--- src/rss_regs.svh ---
`ifndef RSS_REGS_SVH
`define RSS_REGS_SVH

// ****************************************
// Register offsets
// ****************************************
`define RSS_PSF_ADDR 8'h86
`define RSS_IRQ_STAT_ADDR 8'h90
`define RSS_IRQ_MASK_ADDR 8'h91

// ****************************************
// Field positions
// ****************************************
`define RSS_CAUSE_HI_BIT 7
`define RSS_CAUSE_LO_BIT 6
`define RSS_MID_FLAG_BIT 5
`define RSS_LOW_FLAG_BIT 4
`define RSS_ALU_MSB 2
`define RSS_IRQ_WDT_BIT 0
`define RSS_IRQ_SUPPLY_BIT 1
`define RSS_IRQ_EXT_BIT 2
`define RSS_IRQ_BOOT_BIT 3
`define RSS_IRQ_MSB 3

// ****************************************
// Reset values and codes
// ****************************************
`define RSS_CAUSE_WDT 2'h0
`define RSS_CAUSE_RSVD 2'h1
`define RSS_CAUSE_POR 2'h2
`define RSS_CAUSE_EXT 2'h3
`define RSS_ALU_RESET 3'h0
`define RSS_IRQ_RESET 4'h0
`define RSS_RESET_VECTOR 12'h000

// ****************************************
// Timing
// ****************************************
`define RSS_CLK_PERIOD_NS 25
`define RSS_PWR_STABLE_NS 1000
`define RSS_RC_WARM_NS 500
`define RSS_XTAL_WARM_NS 50000
`define RSS_NS_TO_CYC(t) (((t) + `RSS_CLK_PERIOD_NS - 1) / `RSS_CLK_PERIOD_NS)
`define RSS_PWR_STABLE_CYC `RSS_NS_TO_CYC(`RSS_PWR_STABLE_NS)
`define RSS_RC_WARM_CYC `RSS_NS_TO_CYC(`RSS_RC_WARM_NS)
`define RSS_XTAL_WARM_CYC `RSS_NS_TO_CYC(`RSS_XTAL_WARM_NS)

`endif

--- src/rss_pkg.sv ---
// ****************************************
// Shared types
// ****************************************
package rss_pkg;

   typedef enum logic [2:0] {
      S_POWER,
      S_EXT_CHECK,
      S_INIT,
      S_WARM,
      S_RUN
   } rss_state_t;

   // Levels arriving from outside the core clock domain
   typedef struct packed {
      logic supply_ok;
      logic brownout;
      logic ext_pin;
      logic osc_ready;
      logic low_det;
      logic mid_det;
      logic ext_en;
      logic xtal_sel;
   } rss_pins_t;

endpackage

--- src/rss_reset_sequencer.sv ---
`timescale 1ns/1ps
`default_nettype none
`include "rss_regs.svh"

module rss_reset_sequencer
   import rss_pkg::*;
#(
   parameter int unsigned PWR_CYC = `RSS_PWR_STABLE_CYC,
   parameter int unsigned RC_CYC = `RSS_RC_WARM_CYC,
   parameter int unsigned XTAL_CYC = `RSS_XTAL_WARM_CYC
) (
   input wire logic core_clk,
   input wire logic arst_n,
   input wire logic wdt_overflow,
   input wire rss_pins_t pins_async,
   input wire logic [7:0] reg_addr,
   input wire logic [7:0] reg_wdata,
   input wire logic reg_wr,
   input wire logic reg_rd,
   output logic [7:0] reg_rdata,
   output logic core_reset_n,
   output logic core_clk_en,
   output logic pc_clear,
   output logic sys_init,
   output logic [11:0] start_addr,
   output logic irq
);

   // ****************************************
   // Reset and input synchronisers
   // ****************************************
   logic rst_s1;
   logic rst_n;
   rss_pins_t pins_s1;
   rss_pins_t pins;

   always_ff @(posedge core_clk or negedge arst_n) begin
      if (!arst_n) begin
         rst_s1 <= 1'b0;
         rst_n <= 1'b0;
      end else begin
         rst_s1 <= 1'b1;
         rst_n <= rst_s1;
      end
   end

   // Supply and pin levels idle at their safe value
   always_ff @(posedge core_clk or negedge rst_n) begin
      if (!rst_n) begin
         pins_s1 <= '0;
         pins <= '0;
      end else begin
         pins_s1 <= pins_async;
         pins <= pins_s1;
      end
   end

   function automatic logic cyc_done(input logic [15:0] cnt,
                                     input int unsigned len);
      cyc_done = (cnt >= 16'(len - 1));
   endfunction

   // ****************************************
   // Reset events
   // ****************************************
   logic ev_supply;
   logic ev_ext;
   logic ev_wdt;
   logic restart;
   rss_state_t state;
   rss_state_t next_state;
   logic [1:0] next_cause;
   logic [1:0] cause;
   logic [15:0] cnt;
   logic warm_long;

   assign ev_supply = !pins.supply_ok || pins.brownout;
   assign ev_ext = pins.ext_en && !pins.ext_pin;
   assign ev_wdt = wdt_overflow;
   assign warm_long = pins.xtal_sel;

   // ****************************************
   // Sequence
   // ****************************************
   always_comb begin
      next_state = state;
      next_cause = cause;
      restart = 1'b0;
      if (ev_supply) begin
         next_state = S_POWER;
         next_cause = `RSS_CAUSE_POR;
         restart = 1'b1;
      end else if (ev_ext && state != S_POWER
                   && state != S_EXT_CHECK) begin
         next_state = S_EXT_CHECK;
         next_cause = `RSS_CAUSE_EXT;
         restart = 1'b1;
      end else if (ev_wdt && state == S_RUN) begin
         next_state = S_INIT;
         next_cause = `RSS_CAUSE_WDT;
         restart = 1'b1;
      end else begin
         case (state)
            S_POWER: begin
               if (cyc_done(cnt, PWR_CYC)) begin
                  next_state = S_EXT_CHECK;
               end
            end
            S_EXT_CHECK: begin
               if (!ev_ext) begin
                  next_state = S_INIT;
               end
            end
            S_INIT: begin
               next_state = S_WARM;
            end
            S_WARM: begin
               // Oscillator must both have run its time and report ready
               if (pins.osc_ready
                   && cyc_done(cnt, warm_long ? XTAL_CYC : RC_CYC)) begin
                  next_state = S_RUN;
               end
            end
            S_RUN: begin
               next_state = S_RUN;
            end
            default: begin
               next_state = S_POWER;
            end
         endcase
      end
   end

   always_ff @(posedge core_clk or negedge rst_n) begin
      if (!rst_n) begin
         state <= S_POWER;
      end else begin
         state <= next_state;
      end
   end

   // Counter restarts on every state change and every event that raises restart
   always_ff @(posedge core_clk or negedge rst_n) begin
      if (!rst_n) begin
         cnt <= 16'h0000;
      end else if (restart || next_state != state) begin
         cnt <= 16'h0000;
      end else if (!(&cnt)) begin
         cnt <= cnt + 16'h0001;
      end
   end

   // ****************************************
   // Core controls
   // ****************************************
   assign core_reset_n = (state == S_RUN);
   assign core_clk_en = (state == S_RUN);
   assign pc_clear = (state != S_RUN);
   assign sys_init = (state == S_INIT);

   always_ff @(posedge core_clk or negedge rst_n) begin
      if (!rst_n) begin
         start_addr <= `RSS_RESET_VECTOR;
      end else if (state != S_RUN) begin
         start_addr <= `RSS_RESET_VECTOR;
      end
   end

   // ****************************************
   // Status flag register
   // ****************************************
   logic psf_wr;
   logic low_flag;
   logic mid_flag;
   logic [`RSS_ALU_MSB:0] alu_flags;

   assign psf_wr = reg_wr && reg_addr == `RSS_PSF_ADDR;

   // Software may rewrite the cause, but the reserved code is refused
   always_ff @(posedge core_clk or negedge rst_n) begin
      if (!rst_n) begin
         cause <= `RSS_CAUSE_POR;
      end else if (restart) begin
         cause <= next_cause;
      end else if (psf_wr && reg_wdata[7:6] != `RSS_CAUSE_RSVD) begin
         cause <= reg_wdata[7:6];
      end
   end

   always_ff @(posedge core_clk or negedge rst_n) begin
      if (!rst_n) begin
         low_flag <= 1'b0;
         mid_flag <= 1'b0;
      end else if (ev_supply) begin
         low_flag <= 1'b0;
         mid_flag <= 1'b0;
      end else if (state == S_RUN) begin
         low_flag <= pins.low_det;
         mid_flag <= pins.mid_det;
      end
   end

   always_ff @(posedge core_clk or negedge rst_n) begin
      if (!rst_n) begin
         alu_flags <= `RSS_ALU_RESET;
      end else if (sys_init) begin
         alu_flags <= `RSS_ALU_RESET;
      end else if (psf_wr) begin
         alu_flags <= reg_wdata[`RSS_ALU_MSB:0];
      end
   end

   // ****************************************
   // Interrupt status and mask
   // ****************************************
   logic [`RSS_IRQ_MSB:0] irq_stat;
   logic [`RSS_IRQ_MSB:0] irq_mask;
   logic [`RSS_IRQ_MSB:0] irq_set;
   logic [`RSS_IRQ_MSB:0] irq_clr;

   always_comb begin
      irq_set = '0;
      irq_set[`RSS_IRQ_WDT_BIT] = restart
         && next_cause == `RSS_CAUSE_WDT;
      irq_set[`RSS_IRQ_SUPPLY_BIT] = restart
         && next_cause == `RSS_CAUSE_POR;
      irq_set[`RSS_IRQ_EXT_BIT] = restart
         && next_cause == `RSS_CAUSE_EXT;
      irq_set[`RSS_IRQ_BOOT_BIT] = next_state == S_RUN
         && state != S_RUN;
      irq_clr = '0;
      if (reg_wr && reg_addr == `RSS_IRQ_STAT_ADDR) begin
         irq_clr = reg_wdata[`RSS_IRQ_MSB:0];
      end
   end

   // A new event in the clearing cycle is kept
   always_ff @(posedge core_clk or negedge rst_n) begin
      if (!rst_n) begin
         irq_stat <= `RSS_IRQ_RESET;
      end else begin
         irq_stat <= (irq_stat & ~irq_clr) | irq_set;
      end
   end

   always_ff @(posedge core_clk or negedge rst_n) begin
      if (!rst_n) begin
         irq_mask <= `RSS_IRQ_RESET;
      end else if (reg_wr && reg_addr == `RSS_IRQ_MASK_ADDR) begin
         irq_mask <= reg_wdata[`RSS_IRQ_MSB:0];
      end
   end

   assign irq = |(irq_stat & irq_mask);

   // ****************************************
   // Read port
   // ****************************************
   always_ff @(posedge core_clk or negedge rst_n) begin
      if (!rst_n) begin
         reg_rdata <= 8'h00;
      end else if (!reg_rd) begin
         reg_rdata <= 8'h00;
      end else begin
         case (reg_addr)
            `RSS_PSF_ADDR: begin
               reg_rdata <= {cause, mid_flag, low_flag, 1'b0,
                             alu_flags};
            end
            `RSS_IRQ_STAT_ADDR: begin
               reg_rdata <= {4'h0, irq_stat};
            end
            `RSS_IRQ_MASK_ADDR: begin
               reg_rdata <= {4'h0, irq_mask};
            end
            default: begin
               reg_rdata <= 8'h00;
            end
         endcase
      end
   end

   // ****************************************
   // Checks
   // ****************************************
   supply_reset_a: assert property (
      @(posedge core_clk) disable iff (!rst_n)
      ev_supply |=> !core_reset_n && state == S_POWER)
      else $error("supply event did not reset the core");

   halt_pc_a: assert property (
      @(posedge core_clk) disable iff (!rst_n)
      restart |=> !core_reset_n && pc_clear && !core_clk_en)
      else $error("core not halted during reset");

   boot_vector_a: assert property (
      @(posedge core_clk) disable iff (!rst_n)
      $rose(core_reset_n) |-> start_addr == 12'h000)
      else $error("boot address not zero");

   cause_rsvd_a: assert property (
      @(posedge core_clk) disable iff (!rst_n)
      cause != 2'h1)
      else $error("reserved cause code produced");

   ext_cause_a: assert property (
      @(posedge core_clk) disable iff (!rst_n)
      (state == S_RUN && ev_ext && !ev_supply)
         |=> cause == 2'h3 && state == S_EXT_CHECK)
      else $error("external reset cause not recorded");

   run_order_a: assert property (
      @(posedge core_clk) disable iff (!rst_n)
      $rose(core_reset_n) |-> $past(state) == S_WARM)
      else $error("run entered without warm-up");

   pin_hold_a: assert property (
      @(posedge core_clk) disable iff (!rst_n)
      (state == S_EXT_CHECK && ev_ext) |=> state inside {S_EXT_CHECK, S_POWER})
      else $error("released while external pin low");

   wdt_path_a: assert property (
      @(posedge core_clk) disable iff (!rst_n)
      (state == S_RUN && ev_wdt && !ev_supply && !ev_ext)
         |=> state == S_INIT && cause == 2'h0
         ##1 (state == S_WARM || $past(ev_supply || ev_ext)))
      else $error("watchdog path wrong");

   clk_osc_a: assert property (
      @(posedge core_clk) disable iff (!rst_n)
      $rose(core_clk_en) |-> $past(pins.osc_ready))
      else $error("clock released before oscillator ready");

   warm_len_a: assert property (
      @(posedge core_clk) disable iff (!rst_n)
      (state == S_WARM && next_state == S_RUN)
         |-> cnt >= 16'(($past(pins.xtal_sel) || pins.xtal_sel
                         ? XTAL_CYC : RC_CYC) - 1)
         || cnt >= 16'(RC_CYC - 1) && !pins.xtal_sel)
      else $error("warm-up too short");

   supply_flag_a: assert property (
      @(posedge core_clk) disable iff (!rst_n)
      ev_supply |=> !low_flag && !mid_flag)
      else $error("supply flags not cleared");

   irq_keep_a: assert property (
      @(posedge core_clk) disable iff (!rst_n)
      |irq_set |=> |irq_stat)
      else $error("event lost from interrupt status");

endmodule

`default_nettype wire

--- config.mk ---
export PLATFORM = sky130hd
export DESIGN_NAME = rss_reset_sequencer
export DESIGN_NICKNAME = d
export VERILOG_FILES = /design/src/rss_pkg.sv /design/src/rss_reset_sequencer.sv
export VERILOG_INCLUDE_DIRS = /design/src /design/src/src
export SDC_FILE = /design/constraint.sdc
export NUM_CORES = 1
export LEC_CHECK = 0
export BUFFER_PORTS_ARGS = -buffer_cell sky130_fd_sc_hd__buf_2
export CAP_MARGIN = 0
export CELL_PAD_IN_SITES_DETAIL_PLACEMENT = 0
export CELL_PAD_IN_SITES_GLOBAL_PLACEMENT = 1
export CORE_MARGIN = 2
export CORE_UTILIZATION = 43
export CTS_CLUSTER_DIAMETER = 30
export DETAILED_ROUTE_END_ITERATION = 7
export PLACE_DENSITY_LB_ADDON = 0.1
export REMOVE_ABC_BUFFERS = 1
export SLEW_MARGIN = 20
export SYNTH_ARGS = -nofsm -noshare
export SYNTH_HDL_FRONTEND = slang
export SYNTH_SLANG_ARGS = --single-unit
--- constraint.sdc ---
create_clock -name core_clk -period 2.15 [get_ports core_clk]
set_clock_uncertainty 0.1 [all_clocks]
set_input_delay 0.1075 -clock core_clk [delete_from_list [all_inputs] [get_ports core_clk]]
set_output_delay 0.1075 -clock core_clk [all_outputs]
set_load 0.05 [all_outputs]
# --- After elaboration in Yosys (flattened, before gate mapping) ---
# Cells that the tools add are included.
op_classes:
  multipliers: 0
  muxes: 27
  magnitude_cmp: 2
  n_shift: 0
  n_eq_ne: 15
  n_reduce_logical: 25
  n_div: 0
  bitwise_logic: 4
  addsub: 2
ops:
  columns: ["cell", "n"]
  rows:
  - ["$mux W16", 2]
  - ["$eq A8 B8 Y1 const B", 3]
  - ["$mux W3", 8]
  - ["$pmux W8 S3", 1]
  - ["$add A16 B1 Y16 const B", 1]
  - ["$ge A16 B16 Y1", 1]
  - ["$ge A16 B6 Y1 const B", 1]
  - ["$reduce_and A16 Y1", 1]
  - ["$pmux W3 S5", 1]
  - ["$logic_and A1 B1 Y1", 13]
  - ["$sub A11 B1 Y12 const B", 1]
  - ["$mux W11", 1]
  - ["$mux W2", 5]
  - ["$and A4 B4 Y4", 2]
  - ["$mux W8", 1]
  - ["$mux W1", 7]
  - ["$eq A3 B2 Y1 const B", 2]
  - ["$eq A3 B3 Y1 const B", 2]
  - ["$reduce_bool A2 Y1", 3]
  - ["$eq A2 B2 Y1 const B", 2]
  - ["$mux W4", 1]
  - ["$not A4 Y4", 1]
  - ["$or A4 B4 Y4", 1]
  - ["$reduce_or A4 Y1", 1]
  - ["11 further kinds", 13]
totals:
  reg_bits: 60
  in_bits: 29
  out_inout_bits: 25
  memories: 0
  latch_bits: 0
  rom_bits: 0
  ram_bits: 0

# --- Depth between registers and ports, before layout ---
# Gate-level depths: netlist of the first run.
logic_depth:
  depth_word: 12
  mapped_depth: 8
  ltp_nobuf: 7

# --- Worst setup path after synthesis of the first run ---
# No wires, ideal clock.
synth_timing:
  kind: "register -> register"
  start: "register pins, in the netlist warm_long"
  end: "register cnt[11]"
  setup_slack_ns: -0.263
  t_arrival_ns: 2.240
  path_stages_with_launch: 9
  path_cell_list: "dfrtp_1 inv_1 ha_1 a21o_1 a2111o_1 o311a_4 a211o_4 buf_6 a21oi_2"
synth_between:
  elab_chain_cells: 12
  word_cells_on_any_way: 13
  cone_classes: "add/sub: 1; order compare: 1; eq/ne: 2; mux: 7; reduce/logical: 2"
synth_rtl:
  columns: ["item", "line_no", "text"]
  rows:
  - ["start, declared", "rss_reset_sequencer.sv:35", "rss_pins_t pins;"]
  - ["start signal, assigned", "rss_reset_sequencer.sv:54", "pins <= pins_s1;"]
  - ["$mux W11 *", "rss_reset_sequencer.sv:120", "&& cyc_done(cnt, warm_long ? XTAL_CYC : RC_CYC)) begin"]
  - ["$sub A11 B1 Y12 *", "rss_reset_sequencer.sv:60", "cyc_done = (cnt >= 16'(len - 1));"]
  - ["$ge A16 B16 Y1 *", "rss_reset_sequencer.sv:60", null]
  - ["$logic_and A1 B1 Y1 *", "rss_reset_sequencer.sv:120", null]
  - ["$mux W3 *", "rss_reset_sequencer.sv:119", "if (pins.osc_ready"]
  - ["$pmux W3 S5 *", "rss_reset_sequencer.sv:103", "case (state)"]
  - ["$mux W3 *", "rss_reset_sequencer.sv:98", "end else if (ev_wdt && state == S_RUN) begin"]
  - ["$mux W3 *", "rss_reset_sequencer.sv:93", "end else if (ev_ext && state != S_POWER"]
  - ["$mux W3 *", "rss_reset_sequencer.sv:89", "if (ev_supply) begin"]
  - ["$ne A3 B3 Y1 *", "rss_reset_sequencer.sv:146", "end else if (restart || next_state != state) begin"]
  - ["$logic_or A1 B1 Y1 *", "rss_reset_sequencer.sv:146", null]
  - ["$ne A2 B2 Y1 (no line) or $mux W16 (tied branches)", null, null]
  - ["end signal, assigned", "rss_reset_sequencer.sv:149", "cnt <= cnt + 16'h0001;"]
  - ["end, declared", "rss_reset_sequencer.sv:74", "logic [15:0] cnt;"]
# Mark *: on every way between the ends. The rest lies on a longest branch, timed or not.
# A chain may end at the register's enable or synchronous reset.

# --- Worst setup path after layout of the first run ---
layout_timing:
  start: "register cnt[13]"
  end: "register cnt[5]"
layout_between:
  elab_chain_cells: 10
  word_cells_on_any_way: 14
  cone_classes: "order compare: 2; eq/ne: 2; mux: 7; reduce/logical: 3"
layout_rtl:
  columns: ["item", "line_no"]
  rows:
  - ["$ge A16 B16 Y1", "rss_reset_sequencer.sv:60"]
  - ["$logic_and A1 B1 Y1", "rss_reset_sequencer.sv:120"]
  - ["$mux W3", "rss_reset_sequencer.sv:119"]
  - ["$pmux W3 S5", "rss_reset_sequencer.sv:103"]
  - ["$mux W3", "rss_reset_sequencer.sv:98"]
  - ["$mux W3", "rss_reset_sequencer.sv:93"]
  - ["$mux W3", "rss_reset_sequencer.sv:89"]
  - ["$ne A3 B3 Y1", "rss_reset_sequencer.sv:146"]
  - ["$logic_or A1 B1 Y1", "rss_reset_sequencer.sv:146"]
  - ["$ne A2 B2 Y1 (no line) or $mux W16 (tied branches)", null]
# Parallel ways exist; a longest one is shown, timed or not.

==> results of run 1 <==
critical path: cells and delay by family (launching register included):
kind	cells	cell delay, ps
AOI/OAI and AO/OA	3	1060
and+or+nand+nor	2	740
DFF	1	370
sequential cells by signal, indices dropped and copies added, names as in the netlist:
| name | count |
|---|---|
| mid_flag | 1 |
| cause | 2 |
| irq_mask | 4 |
| cnt | 16 |
| rst_s1 | 1 |
| warm_long | 1 |
| low_flag | 1 |
| pins_s1 | 8 |
| rst_n | 1 |
| pins | 7 |
| irq_stat | 4 |
| state | 3 |
| alu_flags | 3 |
| reg_rdata | 8 |
report_power, final:
group	internal [mW]	leakage (nW)	total [mW]	switching, mW
logic	0.0774	0.928	0.206	0.129
clock network	0.540	0.0958	1.01	0.468
registers	1.16	0.774	1.17	0.0156
worst min path at each step:
stage                     slack, ps         end  startpoint
after floorplan                -290       rst_n      arst_n
after global placement         -210      rst_s1      arst_n
after detailed placement       -210      rst_s1      arst_n
after CTS                        20  pins_s1[3]       rst_n
after global routing             30    mid_flag       rst_n
final                             9  pins_s1[2]       rst_n
cells by family after synthesis:
family | after synthesis | synth area share, %
simple gates | 101 | 18.5
flops | 60 | 52.2
compound gates | 55 | 13.5
buf+inv | 25 | 5.21
mux | 12 | 4.34
fa+ha+maj | 9 | 3.91
xor+xnor | 7 | 2.13
other cells | 2 | 0.261
metrics by stage:
| stage | utilization, % | setup TNS [ps] | hold slack, ps |
|---|---|---|---|
| finish | 58.4 | -2470 | 9.16 |
| global route | 58.4 | -3840 | 30.9 |
| CTS | 57.4 | -2420 | 17.4 |
| detailed placement | 51.3 | -3990 | -205 |
| global placement | 51.3 | -2920 | -208 |
| floorplan | - | -3150 | -288 |
cell type report:
type                            instances  share of cell area [%]
Inverter                                6                   0.667
Multi-Input combinational cell        198                    36.2
Clock buffer                            9                    3.30
Timing Repair Buffer                   81                    15.1
Clock inverter                          7                    2.03
Tap cell                               77                    2.57
Sequential cell                        60                    40.1
layout by cell type (no fill, tap or decap), drive strengths merged, types with 2 or more instances in the layout:
master,count
buf,66
or4,2
nand2,22
and2,7
mux2i,8
clkinv,3
nor2,24
a211oi,3
nor2b,6
clkbuf,9
and3,4
nand2b,4
inv,7
clkinvlp,2
and4,2
mux2,4
or3,4
o21ai,13
a22oi,2
nand3,9
a21o,4
dlygate4sd3,15
conb,13
or4b,2
o211ai,4
ha,9
dfrtp,59
a211o,3
xor2,6
nor3,7
a21oi,14
timing repair:
action / CTS / global route
buffers inserted: 1 / 0
resized for setup: 4 / 15
pin swaps: 4 / 4
setup endpoints to repair: 19 / 20
hold buffers: 15 / 0
hold endpoints to repair: 22 / 0
gates cloned: 1 / 0
per-layer routing:
| layer | up-vias | GRT usage [%] | part of all wire, % |
|---|---|---|---|
| li1 | 1115 | - | - |
| met1 | 1034 | 27.4 | 51 |
| met2 | 44 | 26.4 | 44 |
| met3 | 6 | 4.62 | 3.5 |
| met4 | 0 | 7.65 | 1.3 |
| met5 | - | 0 | 0 |
==> summary.md, run 1 <==
| Metric | Value |
|---|---|
| Status | finished with violations |
| Failing checks | design-rule violations, negative setup slack |
| Clk buf depth | 2 |
| Vias | 2199 |
| R2R Setup Slk | -200 ps |
| Worst-path fanout max | 8 |
| Cell area after layout | 3750 um2 |
| Most common cell in the netlist | dfrtp_1 |
| FMAX | 425 MHz |
| Mapped Cells | 271 |
| IO Pins | 54 |
| Iter 0 DRT Violations | 152 |
| Synth top cells by count | 59 x dfrtp_1, 22 x nand2_1, 22 x nor2_1 |
| Die ar. | 7370 um2 |
| LEAKAGE | 1.80 nW |
| CTS tree | yes |
| Arrival time of the worst setup path | 2510 ps |
| Worst flop-to-flop path endpoint | cnt[5] |
| P&R area growth vs syn | 30.3% |
| GP Congestion | 0.809 |
| Residual DRC count | 4 |
| Clk sinks | 60 |
| Max Slew Vio Count | 0 |
| Power Dens Cells | 636 nW/um2 |
| TritonCTS buffer count | 9 |
| Largest net degree at the start of global routing | 33 |
| CTS H-tree depth | 3 |
| Post-synth top flop | dfrtp_1 |
| Critical path type | reg2reg |
| Slew margin rel. | 61.3% |
| Post-Syn Area | 2880 um2 |
| CP startpoint kind | flop |
| Antenna-violating nets left | 0 |
| Area of the multi-input gates | 1360 um2 |
| Worst vdd ir | 0.000476 V |
| Fillcell total | 572 |
| Clock latency on the worst-skew pair | 340 ps |
| Cell taking the most area after synthesis | dfrtp_1 |
| Req. time, crit path | 2310 ps |
| Worst-path clk slew | 70 ps |
| Total chip power | 2.39 mW |
| Finished Layout Cells | 438 |
| Vias per inst | 5.02 |
| Die Height | 85.8 um |
| Clock root cell | clkbuf_8 |
| Core Footprint | 6420 um2 |
| Worst-path cell chain | or4_1 > a2111o_1 > o311a_4 > a211o_4 > nor3b_2 |
| Final Net Count | 394 |
| Final worst-path cycle share | 109% |
| N_diodes | 0 |
| Tmin final | 2350 ps |
| Setup WS pre-CTS | -326 ps |
| Final setup violation count | 17 |
| CP startpoint | cnt[13] |
| Number of global-route vias before repair | 2108 |
| Sequential share of the synthesized area | 52.2% |
| Pre-antenna DRT Iters | 8 |
| Wire length per cell | 14.3 um |
| Max_cap viols | 0 |
| DP Area | 3290 um2 |
| Post-synth EDFFs | 0 |
| GRT Overall Usage | 18.6% |
| Critical path's largest stage delay | 580 ps |
| Post-DP HPWL | 4360 um |
| Initial antenna violation count | 0 |
| Overflow after GRT | 0 |
| Asr flop ratio synth | 100% |
| Reg-to-reg startpoint | cnt[13] |
| Layout cells sized above 1 | 31.0% |
| Die W | 85.8 um |
| Worst Setup EP | cnt[5] |
| CP Capture Type | flop |
| Routed WL | 6270 um |
| FF-to-FF path depth | 5 |
| Synth top area share | 51.3% |
| Inst Count DP | 405 |
| Ys Warns | 0 |
| Global-route wire length before repair | 10400 um |
| Buffers on Ports | 39 |
| Syn avg cell area | 10.6 um2 |
| Yosys cell types | 57 |
| Initial core utilization | 44.8% |
| Largest cells by area after synthesis | dfrtp_1 51%, ha_1 3.9%, buf_4 3.4% |
| Slew @ Worst Pin | 577 ps |
| Register area | 1500 um2 |
| Setup ws final | -202 ps |
| Final Hold Fails | 0 |
| Hold Crit Class | reg2async |
| Slowest-stage cell, CP | or4_1 |
| RSZ-0062 raised after global routing | true |
| Register bit count reported by yosys | 60 |
| FP Rows | 29 |
Note: power is estimated with default switching activity, not from simulation.
==> run 2, diff against run 1 <==
- CORE_UTILIZATION: 43 -> 46
- clock period: 2.15 -> 2.84 ns (I/O delays scaled with it)
==> run 2 against run 1 <==
Effect of this change:
- the run now ends clean
- critical path type unchanged
- first-iteration DRC count decreased by 45%
- sequential share of layout area increased by 3.7 points
- routed wire length decreased by 12%
- global-route usage fell by 1.6 points
- design area fell by 8.5%
- critical endpoint is now cnt[12]
- critical path depth is 2 higher
- power fell by 28%
- clock power down 31%
- cell count decreased by 6.6%
==> summary.md, run 2 (synthesis gave the netlist of run 1 again) <==
| Metric | Value |
|---|---|
| Hold Slack | 29.3 ps (+20.1 ps) |
| Setup tns final | 0 ps (+2470 ps) |
| Overflow after GRT | 0 (unchanged) |
| CTS tree | yes |
| Buffers on Ports | 39 (unchanged) |
| Clk buf depth | 2 (unchanged) |
| Post-CTS Setup Bufs | 0 (-1) |
| Vias per inst | 5.13 (+2.3%) |
| Routed WL | 5490 um (-12%) |
| CP startpoint kind | flop |
| Hold_sp | reg_rd |
| Die ar. | 6910 um2 (-6.2%) |
| Slew @ Worst Pin | 556 ps (-20.8 ps) |
| DP Area | 3110 um2 (-5.5%) |
| Die W | 83.1 um (-3.2%) |
| Die Height | 83.1 um (-3.2%) |
| Inst Count DP | 379 (-6.4%) |
| Regs by FF count | cnt: 16 flops, pins_s1: 8 flops, reg_rdata: 8 flops |
| Fillcell total | 558 (-2.4%) |
| R2R Setup Slk | 170 ps (+370 ps) |
| Cts repair resizes | 0 (-4) |
| Largest net degree at the start of global routing | 36 (+9.1%) |
| Initial core utilization | 48.1% (+3.2 points) |
| Final Hold Fails | 0 (unchanged) |
| Vias | 2100 (-4.5%) |
| LEAKAGE | 1.65 nW (-8.2%) |
| Post-DP HPWL | 3890 um (-11%) |
| Flip-flop count of the largest register after layout | 16 (unchanged) |
| Worst vdd ir | 0.000435 V (-8.7%) |
| Most frequent cells in the layout | 58 x dfrtp_1, 39 x buf_2, 22 x nor2_1, 22 x nand2_1, 14 x dlygate4sd3_1 |
| Tmin final | 2670 ps (+315 ps) |
| CP startpoint | warm_long |
| Final setup violation count | 0 (-17) |
| Critical path type | reg2reg |
| Worst Hold End | reg_rdata[3] |
| Worst-path fanout max | 16 (+8) |
| Slew margin rel. | 62.7% (+1.4 points) |
| TritonCTS buffer count | 9 (unchanged) |
| Reg-to-reg startpoint | warm_long |
| Cell area after layout | 3430 um2 (-8.5%) |
| RSZ-0062 raised after global routing | false |
| Final worst-path cycle share | 93.9% (-15 points) |
| Antenna-violating nets left | 0 (unchanged) |
| Clk sinks | 60 (unchanged) |
| Clock latency on the worst-skew pair | 340 ps (about the same) |
| Total chip power | 1.72 mW (-28%) |
| Worst hold path cell count | 3 |
| Initial antenna violation count | 0 (unchanged) |
| Status | finished clean |
| Max Slew Vio Count | 0 (unchanged) |
| CTS H-tree depth | 3 (unchanged) |
| Hold Crit Class | in2reg |
| Post-layout util | 57.3% (-1.1 points) |
| GRT Overall Usage | 17.0% (-1.6 points) |
| Residual DRC count | 0 (-4) |
| Final Net Count | 367 (-6.9%) |
| IO Pins | 54 (unchanged) |
| Power Dens Cells | 501 nW/um2 (-21%) |
| Number of global-route vias before repair | 2004 (-4.9%) |
| Hold-fix buffers, CTS | 14 (-1) |
| Iter 0 DRT Violations | 83 (-45%) |
| Worst-path clk slew | 80 ps (about the same) |
| Pre-antenna DRT Iters | 4 (-4) |
| Req. time, crit path | 2980 ps (+670 ps) |
| Setup WS pre-CTS | 174 ps (+500 ps) |
| CP Capture Type | flop |
| Core Footprint | 5990 um2 (-6.7%) |
| FF-to-FF path depth | 7 (+2) |
| Top reg by flops | cnt |
| Worst flop-to-flop path endpoint | cnt[12] |
| Wire length per cell | 13.4 um (-6.2%) |
| FMAX | 375 MHz (-12%) |
| N_diodes | 0 (unchanged) |
| FP Rows | 28 (-3.4%) |
| Finished Layout Cells | 409 (-6.6%) |
| Arrival time of the worst setup path | 2810 ps (+300 ps) |
| Clock root cell | clkbuf_8 |
| Layout cells sized above 1 | 21.6% (-9.5 points) |
| Global-route wire length before repair | 9410 um (-9.7%) |
| Max_cap viols | 0 (unchanged) |
| P&R area growth vs syn | 19.2% |
| Setup ws final | 173 ps (+375 ps) |
| Commonest non-fill, non-tap cell in the layout | dfrtp_1 |
| GP Congestion | 0.825 (+1.9%) |
## run 2: cell types whose count changed in the layout (fill, tap and decap cells not counted), moves of 2 or more
cell / before / now
buf_4: 24 / 1
a21oi_1: 8 / 12
a21oi_2: 6 / 2
ha_1: 6 / 9
ha_4: 3 / 0
inv_6: 1 / 4
a211oi_1: 1 / 3
a211oi_2: 2 / 0
buf_6: 2 / 0
## run 2: area by class of cell
cell class | instances | area (um2) | area share [%]
clock buffers | 9 | 124 | 3.61
well taps | 75 | 93.8 | 2.73
multi-input cells | 197 | 1270 | 37.0
inverters | 6 | 22.5 | 0.656
flip-flops and latches | 60 | 1500 | 43.8
clock inverters | 7 | 56.3 | 1.64
repair buffers | 55 | 363 | 10.6
## run 2: worst max-delay path, stage by stage (launching register included)
cell and delay [ps]:
dfrtp_1 390, inv_1 200, ha_1 290, a21o_1 160, a2111o_1 420, o311a_4 340, a211o_4 440, a211oi_1 220
## run 2: worst max path at each step
| stage | end | slack [ps] |
|---|---|---|
| after floorplan | cnt[5] | 420 |
| after global placement | cnt[12] | 290 |
| after detailed placement | cnt[5] | 170 |
| after CTS | cnt[12] | 150 |
| after global routing | cnt[12] | 30 |
| final | cnt[12] | 170 |
## run 2: power breakdown
part	internal, mW	switching (mW)	leakage [nW]	total, mW
Clock	0.328	0.366	0.0910	0.694
Sequential	0.875	0.0155	0.774	0.891
Combinational	0.0491	0.0871	0.786	0.136
## run 2: routing by layer
metal,wire length (um),vias up,global-route usage [%]
met3,283,4,5.67
met2,2400,55,26.2
met5,0,-,0
li1,-,1062,-
met1,2780,979,23.7
met4,32,0,3.58
==> run 3, diff against run 2 <==
- REMOVE_ABC_BUFFERS: 1 -> default
==> run 3 against run 2 <==
Effect of this change:
- combinational power hardly changed
- clock power grew 8.5%
- first-iteration DRC count is 27% higher
- design area up 0.58%
- sequential power hardly changed
- critical path type unchanged
- highest routed layer unchanged
==> summary.md, run 3 (synthesis gave the netlist of run 1 again) <==
| Metric | Value |
|---|---|
| Wire length per cell | 13.7 um (+1.7%) |
| FP Rows | 28 (unchanged) |
| Iter 0 DRT Violations | 105 (+27%) |
| GP Congestion | 0.849 (+3.0%) |
| Final Hold Fails | 0 (unchanged) |
| Die Height | 83.1 um (unchanged) |
| Routed WL | 5590 um (+1.7%) |
| Worst vdd ir | 0.000332 V (-24%) |
| Sw power | 0.448 mW (-4.5%) |
| Initial antenna violation count | 0 (unchanged) |
| P&R area growth vs syn | 19.9% |
| Die ar. | 6910 um2 (unchanged) |
| CP Capture Type | flop |
| Vias per inst | 5.19 (+1.0%) |
| Critical path type | reg2reg |
| Clk buf depth | 2 (unchanged) |
| Max_cap viols | 0 (unchanged) |
| Die W | 83.1 um (unchanged) |
| Setup WS pre-CTS | 126 ps (-48.2 ps) |
| Req. time, crit path | 2970 ps (about the same) |
| IO Pins | 54 (unchanged) |
| Flip-flop count of the largest register after layout | 16 (unchanged) |
| Worst-path fanout max | 16 (unchanged) |
| Final Net Count | 367 (unchanged) |
| Cts repair resizes | 0 (unchanged) |
| GRT Overall Usage | 17.2% (+0.15 points) |
| Layout cells sized above 1 | 21.6% (unchanged) |
| Clock root cell | clkbuf_8 |
| Pre-antenna DRT Iters | 5 (+1) |
| Arrival time of the worst setup path | 2830 ps (+20 ps) |
| P_int | 1.33 mW (+6.5%) |
| Clock latency on the worst-skew pair | 330 ps (about the same) |
| Buffers on Ports | 39 (unchanged) |
| Power Dens Cells | 516 nW/um2 (+2.9%) |
| CTS tree | yes |
| Clock power frac | 42.3% (+2.0 points) |
| Number of global-route vias before repair | 2007 (+0.15%) |
| Fillcell total | 512 (-8.2%) |
| Post-layout util | 57.6% (+0.33 points) |
| Most frequent cells in the layout | 58 x dfrtp_1, 39 x buf_2, 22 x nor2_1, 22 x nand2_1, 14 x dlygate4sd3_1 |
| Worst-path clk slew | 70 ps (about the same) |
| Regs by FF count | cnt: 16 flops, pins_s1: 8 flops, reg_rdata: 8 flops |
| Overflow after GRT | 0 (unchanged) |
| N_diodes | 0 (unchanged) |
| LEAKAGE | 1.66 nW (+0.29%) |
| Seq pwr share | 50.1% (-1.6 points) |
| Slew @ Worst Pin | 600 ps (+44.1 ps) |
| Largest net degree at the start of global routing | 33 (-8.3%) |
| Slew margin rel. | 60.0% (-2.7 points) |
| RSZ-0062 raised after global routing | false |
| Top reg by flops | cnt |
| Residual DRC count | 0 (unchanged) |
| Core Footprint | 5990 um2 (unchanged) |
| Tmin final | 2700 ps (+34.9 ps) |
| Initial core utilization | 48.1% (unchanged) |
| FMAX | 370 MHz (-1.3%) |
| Switching fraction of total power | 25.1% (-2.1 points) |
| Post-DP HPWL | 3960 um (+1.8%) |
| Setup tns final | 0 ps (unchanged) |
| Max Slew Vio Count | 0 (unchanged) |
| Status | finished clean |
| CP startpoint kind | flop |
| Combinational share of power | 7.6% (-0.3 points) |
| Antenna-violating nets left | 0 (unchanged) |
| Hold Crit Class | in2reg |
| Commonest non-fill, non-tap cell in the layout | dfrtp_1 |
| Final setup violation count | 0 (unchanged) |
| Setup ws final | 138 ps (-34.9 ps) |
| TritonCTS buffer count | 9 (unchanged) |
| Final worst-path cycle share | 95.1% (+1.2 points) |
| Clk sinks | 60 (unchanged) |
| Vias | 2121 (+1.0%) |
| CTS H-tree depth | 3 (unchanged) |
| Global-route wire length before repair | 9480 um (+0.73%) |
-- run 3: cell types whose count changed in the layout (fill, tap and decap cells not counted), sizes merged --
cell | before | now
bufinv | 0 | 1
clkinv | 2 | 3
inv | 10 | 7
clkinvlp | 1 | 2
-- run 3: power by group through the flow --
stage               Combinational, mW  Clock (mW)  Sequential [mW]
floorplan                      0.0936           0            0.910
global placement                0.120           0            0.908
detailed placement              0.122           0            0.909
CTS                             0.137       0.784            0.893
global route                    0.149       0.817            0.896
finish                          0.136       0.753            0.892
-- run 3: through the flow --
stage               cells  area, um2  power, mW  hold WS (ps)
detailed placement    379       3110       1.03          -168
floorplan             282       2920       1.00          -254
global route          409       3450       1.86          42.9
global placement      379       3110       1.03          -171
CTS                   409       3450       1.81          34.0
finish                409       3450       1.78          46.5
-- run 3: critical path, cell delays in order (launching register included) --
cell,delay [ps]
dfrtp_1,390
inv_1,200
ha_1,290
a21o_1,160
a2111o_1,430
o311a_4,340
a211o_4,440
nor3b_1,250
-- run 3: metal layers --
| layer | part of all wire, % | routed length, um | vias up | track usage (%) |
|---|---|---|---|---|
| li1 | - | - | 1052 | - |
| met1 | 50 | 2800 | 1013 | 23.9 |
| met2 | 45 | 2490 | 49 | 25.6 |
| met3 | 4.0 | 225 | 7 | 5.27 |
| met4 | 1.2 | 66 | 0 | 5.81 |
| met5 | 0 | 0 | - | 0 |
-- run 3: cell type report --
cell class	count	area (um2)	share of cell area (%)
Clock buffer	9	124	3.59
Clock inverter	7	76.3	2.21
Inverter	6	22.5	0.652
Multi-Input combinational cell	197	1270	36.8
Sequential cell	60	1500	43.6
Tap cell	75	93.8	2.72
Timing Repair Buffer	55	363	10.5
-- run 3: path summary, 6_finish.rpt --
| check | depth (start not counted) | start | slack, ps | endpoint |
|---|---|---|---|---|
| max in group asynchronous | 1 | rst_n | 1820 | cause[1] |
| max reg2reg | 7 | warm_long | 140 | cnt[5] |
| min | 3 | reg_rd | 50 | reg_rdata[3] |
| min reg2reg | 0 | rst_n | 180 | pins_s1[2] |
| max | 7 | warm_long | 140 | cnt[5] |
| min in group asynchronous | 0 | rst_n | 180 | pins_s1[2] |
-- run 3: repair_timing --
action	in CTS	in global routing
endpoints found under the hold margin	18	0
buffers inserted	0	0
hold buffers	14	0
